--- src/pkg/phrc_cfg.svh ---
// Purpose: offsets, field positions, reset values and byte codes
// Assumes: byte addresses on a 32-bit AHB-Lite bus
// Notes:   included by the package file; the design files use its macros
`ifndef PHRC_CFG_SVH
`define PHRC_CFG_SVH
// ----------------------------------------------------------------
// register byte offsets
// ----------------------------------------------------------------
`define PHRC_OFF_CFG      8'h60
`define PHRC_OFF_MAXPL    8'h64
`define PHRC_OFF_FRMCNT   8'h68
`define PHRC_OFF_BYTECNT  8'h6C
`define PHRC_OFF_OVSCNT   8'h70
// ----------------------------------------------------------------
// reset values and configuration fields
// ----------------------------------------------------------------
`define PHRC_CFG_RST      16'h006F
`define PHRC_CFG_MASK     16'h1FFF
`define PHRC_MAXPL_RST    16'h05DC
`define PHRC_B_WRONLY     12
`define PHRC_B_GOODB      11
`define PHRC_B_FCSMARK    10
`define PHRC_B_FCSPASS    9
`define PHRC_B_TRDSC      8
`define PHRC_B_PAIRRM     7
`define PHRC_B_OVSDIS     6
`define PHRC_B_ACPASS     1
// ----------------------------------------------------------------
// framing
// ----------------------------------------------------------------
`define PHRC_FLAG         8'h7E
`define PHRC_ESC          8'h7D
`define PHRC_XOR          8'h20
`define PHRC_FCS_LEN      16'h0004
`define PHRC_AC_LEN       16'h0002
`define PHRC_DSC_LEN      48
`define PHRC_DSC_TAP1     27
`define PHRC_DSC_TAP2     28
`endif

--- src/pkg/phrc_pkg.sv ---
// Purpose: shared types of the receive hdlc block
// Assumes: phrc_cfg.svh on the include path
// Notes:   module state other than the top reset synchronizer is held in the structs below
`include "phrc_cfg.svh"
package phrc_pkg;
  // --------------------------------------------------------------
  // frame states
  // --------------------------------------------------------------
  typedef enum logic [1:0] {
    PHRC_HUNT    = 2'b00,
    PHRC_FRAME   = 2'b01,
    PHRC_DISCARD = 2'b10
  } phrc_fsm_t;
  // --------------------------------------------------------------
  // carriers
  // --------------------------------------------------------------
  typedef struct packed {
    logic       valid;
    logic       fcs_bad;
    logic [7:0] data;
  } phrc_rx_t;
  typedef struct packed {
    logic       sop;
    logic       end_mark;
    logic       err;
    logic [7:0] data;
  } phrc_fifo_t;
  // --------------------------------------------------------------
  // module state
  // --------------------------------------------------------------
  typedef struct packed {
    logic esc;
  } phrc_esc_st_t;
  typedef struct packed {
    logic [`PHRC_DSC_LEN-1:0] hist;
  } phrc_dsc_st_t;
  typedef struct packed {
    phrc_fsm_t  st;
    logic [15:0] cfg;
    logic [15:0] maxpl;
    logic [31:0] frm_cnt;
    logic [31:0] byte_cnt;
    logic [31:0] ovs_cnt;
    logic [31:0] fb_cnt;
    logic [15:0] pos;
    logic [31:0] dly;
    logic        sop_done;
    logic        ovf;
    logic        ovs;
    logic        fifo_wr;
    phrc_fifo_t  fifo_word;
    logic        hwr_pend;
    logic [7:0]  hwaddr;
    logic [31:0] hrdata;
    logic        hready;
    logic        hresp;
  } phrc_top_st_t;
endpackage
--- src/hdl/phrc_dscr.sv ---
// Purpose: self-synchronous x48 descrambler after destuffing
// Assumes: bits enter lsb first, one byte per valid cycle
// Notes:   history runs even when bypassed, so it resyncs at once
`timescale 1ns/1ps
module phrc_dscr import phrc_pkg::*; (
  // clock and reset
  input  wire logic       mclk,
  input  wire logic       rst_n,
  // byte in
  input  wire logic       in_valid,
  input  wire logic [7:0] in_byte,
  input  wire logic       en,
  // byte out
  output logic [7:0]      out_byte
);
  phrc_dsc_st_t s_q;
  phrc_dsc_st_t s_d;

  always_comb begin
    s_d = s_q;
    for (int i = 0; i < 8; i++) begin
      out_byte[i] = in_byte[i] ^ (en & (s_d.hist[`PHRC_DSC_TAP1-1] ^
                    s_d.hist[`PHRC_DSC_TAP2-1] ^
                    s_d.hist[`PHRC_DSC_LEN-1]));
      s_d.hist = {s_d.hist[`PHRC_DSC_LEN-2:0], in_byte[i]};
    end
    if (!in_valid) begin
      s_d = s_q;
    end
  end

  always_ff @(posedge mclk or negedge rst_n) begin
    if (!rst_n) begin
      s_q <= '0;
    end else begin
      s_q <= s_d;
    end
  end
endmodule

--- src/hdl/phrc_esc.sv ---
// Purpose: escape pair removal and byte destuffing
// Assumes: one raw byte per valid cycle
// Notes:   outputs are combinational from input and state
`timescale 1ns/1ps
module phrc_esc import phrc_pkg::*; (
  // clock and reset
  input  wire logic       mclk,
  input  wire logic       rst_n,
  // raw bytes
  input  wire logic       in_valid,
  input  wire logic [7:0] in_byte,
  input  wire logic       rm_en,
  // destuffed bytes and delimiters
  output logic            out_valid,
  output logic [7:0]      out_byte,
  output logic            out_flag,
  output logic            out_abort
);
  phrc_esc_st_t s_q;
  phrc_esc_st_t s_d;

  always_comb begin
    s_d       = s_q;
    out_valid = 1'b0;
    out_byte  = in_byte;
    out_flag  = 1'b0;
    out_abort = 1'b0;
    if (in_valid) begin
      if (s_q.esc) begin
        s_d.esc = 1'b0;
        if (in_byte == `PHRC_FLAG) begin
          out_abort = 1'b1;
        end else if (in_byte == `PHRC_ESC && rm_en) begin
          out_valid = 1'b0;
        end else begin
          out_valid = 1'b1;
          out_byte  = in_byte ^ `PHRC_XOR;
        end
      end else if (in_byte == `PHRC_ESC) begin
        s_d.esc = 1'b1;
      end else if (in_byte == `PHRC_FLAG) begin
        out_flag = 1'b1;
      end else begin
        out_valid = 1'b1;
      end
    end
  end

  always_ff @(posedge mclk or negedge rst_n) begin
    if (!rst_n) begin
      s_q <= '0;
    end else begin
      s_q <= s_d;
    end
  end
endmodule

--- src/hdl/phrc_top.sv ---
// Purpose: receive hdlc controller with ahb-lite configuration
// Assumes: path bytes and fifo_full share mclk; word accesses only
// Notes:   fifo_full must leave room for the write issued next cycle
//
// The AHB-Lite slave port was chosen for this implementation.
`timescale 1ns/1ps
// Functional notes
// frame monitor counts all frames, or only frames written when bit set
// byte counter counts written bytes, or only bytes of good frames
// fcs-failed frames marked errored only when marking bit is set
// fcs bytes stripped unless pass bit set, then written after contents
// address/control pass forces fcs stripping regardless of fcs pass bit
// optional x48+x28+x27+1 self-sync descrambling after destuffing
// without pair removal, escape pair 7D 7D yields single byte 5D
// with pair removal, every escape pair dropped before destuffing
// oversize without discard is not flagged, rest of packet written
// oversize with discard flagged errored, writing stops until next frame
// oversize counter counts every oversize frame, whatever discard says
// fifo reader discards packets marked errored for oversize
// address and control bytes written only when their pass bit is set
// unused upper configuration bits read zero, writes ignored
module phrc_top import phrc_pkg::*; (
  // clock and reset
  input  wire logic        mclk,
  input  wire logic        rstn,
  // ahb-lite slave
  input  wire logic        hsel,
  input  wire logic [31:0] haddr,
  input  wire logic [1:0]  htrans,
  input  wire logic        hwrite,
  input  wire logic [2:0]  hsize,
  input  wire logic [31:0] hwdata,
  input  wire logic        hready,
  output logic [31:0]      hrdata,
  output logic             hreadyout,
  output logic             hresp,
  // de-mapped path bytes
  input  wire phrc_rx_t    rx,
  // receive fifo write side
  input  wire logic        fifo_full,
  output logic             fifo_wr,
  output phrc_fifo_t       fifo_word
);
  // ----------------------------------------------------------------
  // reset release
  // ----------------------------------------------------------------
  logic [1:0]   rsync_q;
  logic         rst_n_s;
  phrc_top_st_t s_q;
  phrc_top_st_t n;

  always_ff @(posedge mclk or negedge rstn) begin
    if (!rstn) begin
      rsync_q <= 2'b00;
    end else begin
      rsync_q <= {rsync_q[0], 1'b1};
    end
  end
  assign rst_n_s = rsync_q[1];

  // ----------------------------------------------------------------
  // configuration fields
  // ----------------------------------------------------------------
  logic wronly, good_only, fcs_mark, fcs_pass, tr_en, rm_en;
  logic ovs_dis, ac_pass, pass_eff;
  assign wronly    = s_q.cfg[`PHRC_B_WRONLY];
  assign good_only = s_q.cfg[`PHRC_B_GOODB];
  assign fcs_mark  = s_q.cfg[`PHRC_B_FCSMARK];
  assign fcs_pass  = s_q.cfg[`PHRC_B_FCSPASS];
  assign tr_en     = s_q.cfg[`PHRC_B_TRDSC];
  assign rm_en     = s_q.cfg[`PHRC_B_PAIRRM];
  assign ovs_dis   = s_q.cfg[`PHRC_B_OVSDIS];
  assign ac_pass   = s_q.cfg[`PHRC_B_ACPASS];
  assign pass_eff  = fcs_pass & ~ac_pass;

  // ----------------------------------------------------------------
  // destuffing and descrambling
  // ----------------------------------------------------------------
  logic       dval;
  logic [7:0] sbyte;
  logic [7:0] dbyte;
  logic       eflag;
  logic       eabort;

  phrc_esc u_esc (
    .mclk      (mclk),
    .rst_n     (rst_n_s),
    .in_valid  (rx.valid),
    .in_byte   (rx.data),
    .rm_en     (rm_en),
    .out_valid (dval),
    .out_byte  (sbyte),
    .out_flag  (eflag),
    .out_abort (eabort)
  );

  phrc_dscr u_dscr (
    .mclk     (mclk),
    .rst_n    (rst_n_s),
    .in_valid (dval),
    .in_byte  (sbyte),
    .en       (tr_en),
    .out_byte (dbyte)
  );

  // ----------------------------------------------------------------
  // frame events
  // ----------------------------------------------------------------
  logic        in_frame, restart, w_avail, w_skip, ovs_hit, ovs_drop;
  logic        data_wr, data_ok, frm_end, end_err, frm_good, frm_inc;
  logic [15:0] pos_inc;
  logic [15:0] w_idx;
  logic [7:0]  w_byte;
  logic [31:0] byte_add;

  assign in_frame = (s_q.st == PHRC_FRAME);
  assign restart  = eflag | eabort;
  assign pos_inc  = (s_q.pos == 16'hFFFF) ? s_q.pos : s_q.pos + 16'h0001;
  // fcs is held back in the delay line until the frame proves longer
  assign w_avail  = pass_eff | (s_q.pos >= `PHRC_FCS_LEN);
  assign w_idx    = pass_eff ? s_q.pos : s_q.pos - `PHRC_FCS_LEN;
  assign w_byte   = pass_eff ? dbyte : s_q.dly[31:24];
  assign w_skip   = ~ac_pass & (w_idx < `PHRC_AC_LEN);
  assign ovs_hit  = in_frame & dval & ~s_q.ovs &
                    ({1'b0, pos_inc} >
                     ({1'b0, s_q.maxpl} + {1'b0, `PHRC_FCS_LEN}));
  assign ovs_drop = ovs_hit & ovs_dis;
  assign data_wr  = in_frame & dval & ~ovs_drop & w_avail & ~w_skip;
  assign data_ok  = data_wr & ~fifo_full;
  assign frm_end  = in_frame & restart & (s_q.pos != 16'h0000);
  assign end_err  = eabort | s_q.ovf | (fcs_mark & rx.fcs_bad);
  assign frm_good = ~eabort & ~s_q.ovf & ~rx.fcs_bad;
  assign frm_inc  = frm_end ? (~wronly | ~s_q.ovf)
                            : (ovs_drop & ~wronly);
  assign byte_add = good_only ? ((frm_end & frm_good) ? s_q.fb_cnt
                                                       : 32'h0000_0000)
                              : {31'h0000_0000, data_ok};

  // ----------------------------------------------------------------
  // bus decode
  // ----------------------------------------------------------------
  logic a_ph, clr_frm, clr_byte, clr_ovs;
  assign a_ph     = hsel & htrans[1] & hready;
  // each counter clears on a write to its own offset; a same-cycle event still counts
  assign clr_frm  = s_q.hwr_pend & (s_q.hwaddr == `PHRC_OFF_FRMCNT);
  assign clr_byte = s_q.hwr_pend & (s_q.hwaddr == `PHRC_OFF_BYTECNT);
  assign clr_ovs  = s_q.hwr_pend & (s_q.hwaddr == `PHRC_OFF_OVSCNT);

  function automatic logic [31:0] rd_mux(input logic [7:0]   a,
                                         input phrc_top_st_t s);
    logic [31:0] r;
    r = 32'h0000_0000;
    case (a)
      `PHRC_OFF_CFG:     r = {16'h0000, s.cfg};
      `PHRC_OFF_MAXPL:   r = {16'h0000, s.maxpl};
      `PHRC_OFF_FRMCNT:  r = s.frm_cnt;
      `PHRC_OFF_BYTECNT: r = s.byte_cnt;
      `PHRC_OFF_OVSCNT:  r = s.ovs_cnt;
      default:           r = 32'h0000_0000;
    endcase
    return r;
  endfunction

  // ----------------------------------------------------------------
  // next state
  // ----------------------------------------------------------------
  always_comb begin
    n           = s_q;
    n.fifo_wr   = 1'b0;
    n.fifo_word = '0;
    n.hready    = 1'b1;
    n.hresp     = 1'b0;
    if (s_q.hwr_pend) begin
      if (s_q.hwaddr == `PHRC_OFF_CFG) begin
        n.cfg = hwdata[15:0] & `PHRC_CFG_MASK;
      end
      if (s_q.hwaddr == `PHRC_OFF_MAXPL) begin
        n.maxpl = hwdata[15:0];
      end
    end
    n.hwr_pend = a_ph & hwrite;
    n.hwaddr   = haddr[7:0];
    if (a_ph && !hwrite) begin
      n.hrdata = rd_mux(haddr[7:0], s_q);
    end
    n.frm_cnt  = (clr_frm ? 32'h0000_0000 : s_q.frm_cnt) +
                 {31'h0000_0000, frm_inc};
    n.byte_cnt = (clr_byte ? 32'h0000_0000 : s_q.byte_cnt) +
                 byte_add;
    n.ovs_cnt  = (clr_ovs ? 32'h0000_0000 : s_q.ovs_cnt) +
                 {31'h0000_0000, ovs_hit};
    unique case (s_q.st)
      PHRC_HUNT, PHRC_DISCARD: begin
        if (restart) begin
          n.st = PHRC_FRAME;
        end
      end
      PHRC_FRAME: begin
        if (restart) begin
          if (frm_end) begin
            n.fifo_wr            = ~fifo_full;
            n.fifo_word.end_mark = 1'b1;
            n.fifo_word.err      = end_err;
          end
        end else if (dval) begin
          n.pos = pos_inc;
          n.dly = {s_q.dly[23:0], dbyte};
          if (ovs_hit) begin
            n.ovs = 1'b1;
          end
          if (ovs_drop) begin
            n.fifo_wr            = ~fifo_full;
            n.fifo_word.end_mark = 1'b1;
            n.fifo_word.err      = 1'b1;
            n.st                 = PHRC_DISCARD;
          end else if (data_wr) begin
            if (fifo_full) begin
              n.ovf = 1'b1;
            end else begin
              n.fifo_wr        = 1'b1;
              n.fifo_word.data = w_byte;
              n.fifo_word.sop  = ~s_q.sop_done;
              n.sop_done       = 1'b1;
              n.fb_cnt         = s_q.fb_cnt + 32'h0000_0001;
            end
          end
        end
      end
      default: n.st = PHRC_HUNT;
    endcase
    if (restart) begin
      n.pos      = 16'h0000;
      n.sop_done = 1'b0;
      n.ovf      = 1'b0;
      n.ovs      = 1'b0;
      n.fb_cnt   = 32'h0000_0000;
    end
  end

  always_ff @(posedge mclk or negedge rst_n_s) begin
    if (!rst_n_s) begin
      s_q        <= '0;
      s_q.st     <= PHRC_HUNT;
      s_q.cfg    <= `PHRC_CFG_RST;
      s_q.maxpl  <= `PHRC_MAXPL_RST;
      s_q.hready <= 1'b1;
    end else begin
      s_q <= n;
    end
  end

  // ----------------------------------------------------------------
  // outputs
  // ----------------------------------------------------------------
  assign hrdata    = s_q.hrdata;
  assign hreadyout = s_q.hready;
  assign hresp     = s_q.hresp;
  assign fifo_wr   = s_q.fifo_wr;
  assign fifo_word = s_q.fifo_word;
endmodule

--- config.mk ---
export PLATFORM = sky130hd
export DESIGN_NAME = phrc_top
export DESIGN_NICKNAME = d
export VERILOG_FILES = /design/src/pkg/phrc_pkg.sv /design/src/hdl/phrc_dscr.sv /design/src/hdl/phrc_esc.sv /design/src/hdl/phrc_top.sv
export VERILOG_INCLUDE_DIRS = /design/src /design/src/pkg
export SDC_FILE = /design/constraint.sdc
export NUM_CORES = 1
export LEC_CHECK = 0
export ABC_AREA = 1
export BUFFER_PORTS_ARGS = -buffer_cell sky130_fd_sc_hd__buf_4
export CORE_UTILIZATION = 41
export CTS_CLUSTER_DIAMETER = 50
export DETAILED_ROUTE_END_ITERATION = 8
export PLACE_DENSITY = 0.56
export SLEW_MARGIN = 10
export SYNTH_ARGS = -nofsm -noshare
export SYNTH_HDL_FRONTEND = slang
export SYNTH_HIERARCHICAL = 1
export SYNTH_SLANG_ARGS = --single-unit
--- constraint.sdc ---
create_clock -name mclk -period 28.4 [get_ports mclk]
set_clock_uncertainty 0.2 [all_clocks]
set_input_delay 1.42 -clock mclk [delete_from_list [all_inputs] [get_ports mclk]]
set_output_delay 1.42 -clock mclk [all_outputs]
set_load 0.01 [all_outputs]
==> flow_summary.ini, run 1 <==
[clock_tree]
cts_htree_levels = 2
cts_tree = done
clock_tree.root_cell = clkbuf_16
clkLatencyLatePin_ps = 600
path_clk_slew_ps = 50
clock_path_buffers = 3
post_cts_buffers = 0
hold_buffers = 0
numCtsBuffers = 46
cts.sinks = 314
cts_resized = 0

[timing]
rsz0062_at_grt = false
relSlewSlack = 0.266
max_freq_mhz = 142
tightest_slew_ps = 1100
maxSlewViolCount = 0
timing.hold.ws_ps = 138
min_period_ps = 7060
tns_ps = 0
min_period_over_period = 0.249
setup_viol = 0
timing_hold_violations_final = 0

[floorplan]
dieArea_mm2 = 0.0470
die_h_um = 217
pin_count = 131
start_util = 0.416
std_cell_rows = 78
core_area_mm2 = 0.0454
fp.dieW_um = 217

[power_and_ir_drop]
ir_worst_vdd_v = 0.0000553
p_leak_nw = 10.7
p_per_area_mw_per_mm2 = 55.1

[place]
place_congestion = 0.922
dp_hpwl_um = 39200
place_area_mm2 = 0.0197
port_buffers = 84

[drt]
drt-vias-per-instance = 5.08
drc = 0
first_pass_iters = 5
ant_nets = 0
num_vias = 16200
post_drt_wl_per_cell_um = 16.5
wl_um = 52700
drt_iter0_drc = 1162

[logic_synthesis]
synth_compound_area_frac = 0.0949
ys_seq_area_frac = 0.417
synth_top_family_by_area = simple AND/OR/NAND/NOR gates
yosys-top-cells-count = nand2_1, inv_1, nor2_1
ys.flop_type = dfrtp_1
synthArstFlopShare = 1.00
yosysTopAreaCellShare = 0.399
avgSynthCellArea_um2 = 7.45
ys_ff_latch = 314
synth-xor-area-share = 0.0519
yosys.area_share.simple = 0.285
syn_area_mm2 = 0.0189
synth.largest_area_cell = dfrtp_1
synth_area_leaders = dfrtp_1, nand2_1, inv_1, nor2_1, ha_1
synth-adder-area-share = 0.0401
yosysWarnings = 6
synth_edf_count = 0
muxShareOfSynthArea = 0.00417
ys_types = 53
syn_inst = 2538
synthMostInstantiatedCell = nand2_1

[grt]
grt_first_pass_wirelength_um = 85400
grt_pass1_vias = 16100
grt_max_degree = 95
antenna_found_initial = 0
track_usage = 0.230
grt-ovfl-total = 0

[setup_path]
rr_startpoint = s_q[92]
crit_path_end_kind = flip-flop
path_delay_family = simple AND/OR/NAND/NOR gates
rrSetupSlack_ps = 21990
crit_buf_inv = 4
cp_common_cell = nand2_1
arrival_ps = 7320
worstReg2RegEnd = s_q[194]
cp.required_ps = 28660
cp_slowest_stage_delay_ps = 810
path_class = in -> reg
r2r.worst_path.cells = 25
worstSetupStartpointType = primary input
crit_path_max_fanout = 94
cp_slowest_cell = clkinv_1

[finish]
drive_above_1_share = 0.0878
antenna_cells = 0
nets = 2707
post-route-util = 0.469
syn_to_final_growth_pct = 12.5
num-fill-cells = 4524
design_area_mm2 = 0.0213
multiInputGateArea_mm2 = 0.00903
register_area_mm2 = 0.00788

[run]
cap_violations = 0

[outcome]
outcome = finished clean

[min_path]
worstHoldPathType = reg -> async
==> area by class of cell <==
class                           instances  area share
Timing Repair Buffer                   95      0.0335
Multi-Input combinational cell       1761       0.425
Inverter                              344      0.0607
Clock inverter                         19      0.0148
Clock buffer                           63      0.0604
Sequential cell                       314       0.370
Tap cell                              600      0.0353
==> metal layers <==
| layer | wire (um) | vias up | part of all wire | GRT usage |
|---|---|---|---|---|
| li1 | - | 8183 | - | - |
| met1 | 24800 | 7594 | 0.47 | 0.311 |
| met2 | 23700 | 359 | 0.45 | 0.369 |
| met3 | 2430 | 108 | 0.046 | 0.0396 |
| met4 | 1730 | 0 | 0.033 | 0.0805 |
| met5 | 0 | - | 0 | 0 |
==> flip-flops by register name, summed over array words and instances, names as in the netlist <==
name	cells
fifo_word	11
rsync_q	2
fifo_wr	1
hrdata	32
rm_en	1
good_only	1
ovs_dis	1
ac_pass	1
fcs_pass	1
s_q	213
fcs_mark	1
u_dscr/s_q	48
u_esc/s_q	1
==> worst max path at each step <==
stage / start / end / slack, ps / depth (start not counted)
2_1_floorplan: rsync_q[1] / fcs_mark / 18820 / 0
3_3_place_gp: rx[3] / s_q[194] / 20750 / 25
3_5_place_dp: rx[3] / s_q[194] / 20650 / 25
4_1_cts: rx[3] / s_q[194] / 21280 / 25
5_1_grt: rx[3] / s_q[194] / 20720 / 25
6_report: rx[3] / s_q[194] / 21340 / 25
==> power by group <==
part / switching (mW) / leakage (nW) / internal [mW]
Sequential: 0.0155 / 3.89 / 0.467
Clock: 0.223 / 0.770 / 0.374
Combinational: 0.0586 / 6.06 / 0.0347
Total: 0.297 / 10.7 / 0.875
==> cell families after synthesis <==
group / Yosys count
AO/OA/AOI/OAI: 318
XOR/XNOR: 112
adder cells (fa/ha/maj): 60
buffers and inverters: 464
flip-flops: 314
multiplexers: 7
other: 2
AND/OR/NAND/NOR: 1261
==> layout by cell type, fill, tap and decap left out, types with 5 or more instances in the layout <==
cell	count
o21bai_1	6
clkbuf_8	7
o21ai_0	133
a22oi_1	6
nor3b_1	5
o21ai_1	6
clkbuf_16	46
nor2_1	313
mux2_2	7
o22ai_1	26
buf_4	95
xor2_1	76
nor2_2	6
ha_1	59
a21oi_1	93
nor4_1	22
inv_2	7
a31oi_1	11
dfrtp_1	300
nand2_2	5
xnor2_1	36
bufinv_16	6
nor3_1	59
dfstp_2	13
nand4_1	62
inv_1	333
nand3_1	129
nand2_1	633
nor2_4	6
a21o_1	7
a221oi_1	17
clkbuf_1	10
==> through the flow <==
| step | worst slack (ps) | power [mW] | instances |
|---|---|---|---|
| CTS | 21280 | 1.19 | 3196 |
| detailed placement | 20650 | 0.584 | 3114 |
| finish | 21340 | 1.17 | 3196 |
| global placement | 20750 | 0.581 | 3114 |
| floorplan | 18820 | 0.556 | 2539 |
| global route | 20720 | 1.22 | 3196 |
Note: power is estimated with default switching activity, not from simulation.
==> run 2, diff against run 1 <==
==> constraint.sdc (replaced) <==
create_clock -name mclk -period 7.3 [get_ports mclk]
set_clock_uncertainty 0.2 [all_clocks]
set_input_delay 0.365 -clock mclk [delete_from_list [all_inputs] [get_ports mclk]]
set_output_delay 0.365 -clock mclk [all_outputs]
set_load 0.01 [all_outputs]
==> run 2 against run 1 <==
  * Global-route usage increased by 0.20 points
  * Combinational power increased to 4.1 times the previous value
  * Via count increased by 1.8%
  * Worst hold slack got worse by 63 ps
  * Critical endpoint is now s_q[199]
  * Largest power group unchanged
==> flow_summary.ini, run 2 (synthesis results as in run 1) <==
[timing]
tns_ps = 0
tightest_slew_ps = 1030
relSlewSlack = 0.311
timing_hold_violations_final = 0
maxSlewViolCount = 0
rsz0062_at_grt = false
setup_viol = 0
min_period_ps = 6080
min_period_over_period = 0.833
max_freq_mhz = 165

[clock_tree]
clock_path_buffers = 3
cts.sinks = 314
cts_resized = 0
path_clk_slew_ps = 60
clock_tree.root_cell = clkbuf_16
numCtsBuffers = 45
clkLatencyLatePin_ps = 590
cts_htree_levels = 2
cts_tree = done

[run]
cap_violations = 0

[finish]
nets = 2746
num-fill-cells = 4517
design_area_mm2 = 0.0216
drive_above_1_share = 0.0876
antenna_cells = 0
mostFrequentLayoutCells = nand2_1, inv_1, nor2_1
final_common_cell = nand2_1
largest_register_ffs = 213
syn_to_final_growth_pct = 14.4
max_flop_register = s_q

[power_and_ir_drop]
ir_worst_vdd_v = 0.000206
p_leak_nw = 10.9
p_per_area_mw_per_mm2 = 209
power_mw = 4.51

[drt]
drc = 0
ant_nets = 0
drt-vias-per-instance = 5.11
num_vias = 16500
drt_iter0_drc = 1312
wl_um = 53600
post_drt_wl_per_cell_um = 16.6
first_pass_iters = 5

[setup_path]
rr_startpoint = s_q[92]
rrSetupSlack_ps = 1220
worstSetupStartpointType = flip-flop
cp.required_ps = 7560
r2r.worst_path.cells = 24
arrival_ps = 6340
path_class = reg -> reg
crit_path_max_fanout = 35
crit_path_end_kind = flip-flop
worstReg2RegEnd = s_q[199]

[floorplan]
core_area_mm2 = 0.0454
die_h_um = 217
start_util = 0.416
std_cell_rows = 78
dieArea_mm2 = 0.0470
fp.dieW_um = 217
pin_count = 131

[grt]
grt-ovfl-total = 0
track_usage = 0.232
antenna_found_initial = 0
grt_first_pass_wirelength_um = 86900
grt_pass1_vias = 16400
grt_max_degree = 110

[place]
place_congestion = 0.904
place_area_mm2 = 0.0197
dp_hpwl_um = 39400
port_buffers = 84

[outcome]
outcome = finished clean

[min_path]
worstHoldPathType = reg -> async
-- run 2: changes by cell type in the layout (fill, tap and decap cells not counted), sizes merged, moves of 3 or more --
| cell | delta |
|---|---|
| clkinv | +4 |
| dlygate4sd3 | +39 |
| clkinvlp | +3 |
| clkbuf | -5 |
-- run 2: through the flow --
step	setup slack (ps)	util	hold slack [ps]	cells
floorplan	1980	-	-131	2539
global placement	1380	0.434	-51.3	3115
detailed placement	1340	0.434	-50.8	3115
CTS	1270	0.477	94.2	3236
global route	628	0.477	110	3236
finish	1220	0.477	74.3	3236
-- run 2: worst max-delay path by stage --
stage	startpoint	to	slack [ps]
finish	s_q[92]	s_q[199]	1220
global route	s_q[92]	s_q[199]	630
CTS	s_q[92]	s_q[199]	1270
detailed placement	s_q[91]	s_q[199]	1340
global placement	s_q[92]	s_q[199]	1380
floorplan	rsync_q[1]	fcs_mark	1980
-- run 2: layout make-up --
| cell class | instances | area (um2) | share of cell area |
|---|---|---|---|
| clock buffer | 58 | 1240 | 0.0572 |
| tap | 600 | 751 | 0.0347 |
| sequential | 314 | 7880 | 0.364 |
| timing repair buffer | 135 | 1120 | 0.0520 |
| clock inverter | 24 | 313 | 0.0145 |
| inverter | 344 | 1290 | 0.0597 |
| multi-input combinational | 1761 | 9030 | 0.418 |
-- run 2: routing by layer --
metal / share of wire / track usage / routed length [um] / vias up
li1: - / - / - / 8245
met1: 0.47 / 0.321 / 25400 / 7784
met2: 0.46 / 0.376 / 24400 / 404
met3: 0.041 / 0.0251 / 2200 / 100
met4: 0.031 / 0.0796 / 1640 / 0
met5: 0 / 0 / 0 / -
-- run 2: timing repair --
item / in CTS / in global routing
hold buffers: 39 / 0
endpoints found under the hold margin: 53 / 0
buffers inserted: 0 / 0
-- run 2: power by group --
| part | internal (mW) | total (mW) | switching (mW) | leakage (nW) |
|---|---|---|---|---|
| clock | 1.39 | 2.25 | 0.864 | 0.739 |
| sequential | 1.82 | 1.88 | 0.0617 | 3.89 |
| combinational | 0.149 | 0.384 | 0.234 | 6.24 |
| total | 3.35 | 4.51 | 1.16 | 10.9 |
-- run 2: critical path, stage by stage, from the launching register on --
cell,delay [ps]
dfrtp_1,450
inv_2,110
nor3_1,240
nand3_1,160
nor4_1,430
nand4_1,170
a21oi_1,150
o21ai_0,150
ha_1,340
nand4_1,110
nor4_1,270
nand2_1,180
nand4_4,220
nand3_4,420
o22ai_1,280
ha_1,230
nand3_1,80
nand3_1,110
a21oi_1,170
o21bai_1,370
a21oi_1,160
o21ai_0,570
nand2_1,190
nand3_1,130
nand2_1,60
==> run 3, diff against run 2 <==
--- a/config.mk
+++ b/config.mk
@@ -11,7 +11,7 @@
 export CORE_UTILIZATION = 41
 export CTS_CLUSTER_DIAMETER = 50
 export DETAILED_ROUTE_END_ITERATION = 8
-export PLACE_DENSITY = 0.56
+export PLACE_DENSITY = 0.58
 export SLEW_MARGIN = 10
 export SYNTH_ARGS = -nofsm -noshare
 export SYNTH_HDL_FRONTEND = slang
==> constraint.sdc (replaced) <==
create_clock -name mclk -period 5.14 [get_ports mclk]
set_clock_uncertainty 0.2 [all_clocks]
set_input_delay 0.257 -clock mclk [delete_from_list [all_inputs] [get_ports mclk]]
set_output_delay 0.257 -clock mclk [all_outputs]
set_load 0.01 [all_outputs]
==> run 3 against run 2 <==
  * Fmax rose by 27%
  * Critical endpoint is now s_q[192]
  * Via count barely moved
  * Total power rose by 42%
  * Critical path type unchanged
  * Worst hold slack improved by 33 ps
  * Combinational power rose by 45%
  * Sequential cell count did not move
  * Largest power group unchanged
==> flow_summary.ini, run 3 (synthesis results as in run 1) <==
[power_and_ir_drop]
p_leak_nw = 11.0
pwr-share-seq = 0.417
p_comb_frac = 0.087
p_int_mw = 4.76
clock_power_share = 0.496
swShare = 0.256
power_mw = 6.39
p_per_area_mw_per_mm2 = 291
p_sw_mw = 1.64
ir_worst_vdd_v = 0.000276

[finish]
nets = 2779
max_flop_register = s_q
final_common_cell = nand2_1
design_area_mm2 = 0.0220
antenna_cells = 0
layout.cells.non_filler = 3268
largest_register_ffs = 213
post-route-util = 0.484
mostFrequentLayoutCells = nand2_1, inv_1, nor2_1
syn_to_final_growth_pct = 16.3
drive_above_1_share = 0.109

[run]
cap_violations = 0

[setup_path]
cp.required_ps = 5400
cp_slowest_stage_delay_ps = 560
cp_slowest_cell = dfstp_2
crit_path_end_kind = flip-flop
arrival_ps = 5050
worstSetupStartpointType = flip-flop
crit_path_max_fanout = 4
path_class = reg -> reg

[grt]
grt_max_degree = 127
antenna_found_initial = 0
track_usage = 0.230
grt-ovfl-total = 0
grt_first_pass_wirelength_um = 86100
grt_pass1_vias = 16300

[floorplan]
pin_count = 131
std_cell_rows = 78
dieArea_mm2 = 0.0470
core_area_mm2 = 0.0454
start_util = 0.416
fp.dieW_um = 217
die_h_um = 217

[place]
place_congestion = 0.934
place_area_mm2 = 0.0199
dp.cells = 3140
dp_hpwl_um = 39200
port_buffers = 84

[drt]
first_pass_iters = 6
drc = 0
drt_iter0_drc = 1350
wl_met1_um = 25000
top_layer = met4
num_vias = 16500
post_drt_wl_per_cell_um = 16.3
met2WireLength_um = 24100
routed-wl-met3_um = 2450
ant_nets = 0
wl_um = 53200
drt-vias-per-instance = 5.06

[timing]
maxSlewViolCount = 0
min_period_over_period = 0.932
timing.hold.ws_ps = 108
min_period_ps = 4790
timing_hold_violations_final = 0
max_freq_mhz = 209
tightest_slew_ps = 947
relSlewSlack = 0.367
setup_viol = 0

[clock_tree]
cts_tree = done
cts_htree_levels = 2
clock_path_buffers = 3
cts.sinks = 314
clkLatencyLatePin_ps = 580
clock_tree.root_cell = clkbuf_16
path_clk_slew_ps = 60
numCtsBuffers = 47

[outcome]
outcome = finished clean

[min_path]
worstHoldPathType = in -> reg
run 3: cell types whose count changed in the layout (fill, tap and decap cells not counted), moves of 4 or more:
| cell | previous run | this run |
|---|---|---|
| nor2_1 | 313 | 305 |
| buf_4 | 95 | 124 |
| nor2_2 | 6 | 14 |
| clkinv_2 | 4 | 9 |
| nor3_1 | 59 | 55 |
run 3: routing by layer:
metal  up-vias  track usage
li1       8309            -
met1      7758        0.318
met2       375        0.371
met3        95       0.0281
met4         0       0.0833
met5         -            0
run 3: layout make-up:
| class | instances | area [um2] |
|---|---|---|
| fillers | 4469 | 23400 |
| multi-input cells | 1761 | 9160 |
| flip-flops and latches | 314 | 7880 |
| repair buffers | 166 | 1370 |
| inverters | 344 | 1290 |
| clock buffers | 57 | 1230 |
| well taps | 600 | 751 |
| clock inverters | 26 | 294 |
run 3: critical path: cells and delay by family, from the launching register on:
kind / cells / cell delay, ps
compound gates: 3 / 370
xor+xnor: 2 / 310
fa+ha+maj: 3 / 920
buf+inv: 3 / 210
flops: 1 / 560
simple gates: 20 / 2100
run 3: timing repair:
action                                  CTS  global route
hold buffers                             40             0
pin swaps                                 0             5
resized for setup                         1            35
endpoints found under the setup margin    1            46
buffers inserted                          0             5
hold endpoints to repair                 81             0
run 3: final timing paths:
kind | start | end | slack, ps | depth (start not counted)
setup / recovery | s_q[236] | s_q[192] | 350 | 31
max in group asynchronous | rsync_q[1] | u_dscr/s_q[6] | 3320 | 1
hold reg to reg | rsync_q[0] | rsync_q[1] | 150 | 0
hold / removal | htrans[1] | hrdata[3] | 110 | 6
min in group asynchronous | rsync_q[1] | s_q[133] | 210 | 0
setup reg to reg | s_q[236] | s_q[192] | 350 | 31
run 3: metrics by stage:
stage / TNS [ps] / setup slack [ps]
6_report: 0 / 350
5_1_grt: -392 / -63.4
4_1_cts: 0 / 43.5
3_5_place_dp: -6.10 / -6.10
3_3_place_gp: 0 / 117
2_1_floorplan: 0 / 377
run 3: power by group through the flow:
stage	clock network, mW	registers [mW]	logic [mW]
after global placement	0	2.70	0.519
final	3.17	2.67	0.557
after global routing	3.35	2.68	0.640
after CTS	3.24	2.66	0.556
after detailed placement	0	2.71	0.528
after floorplan	0	2.71	0.367
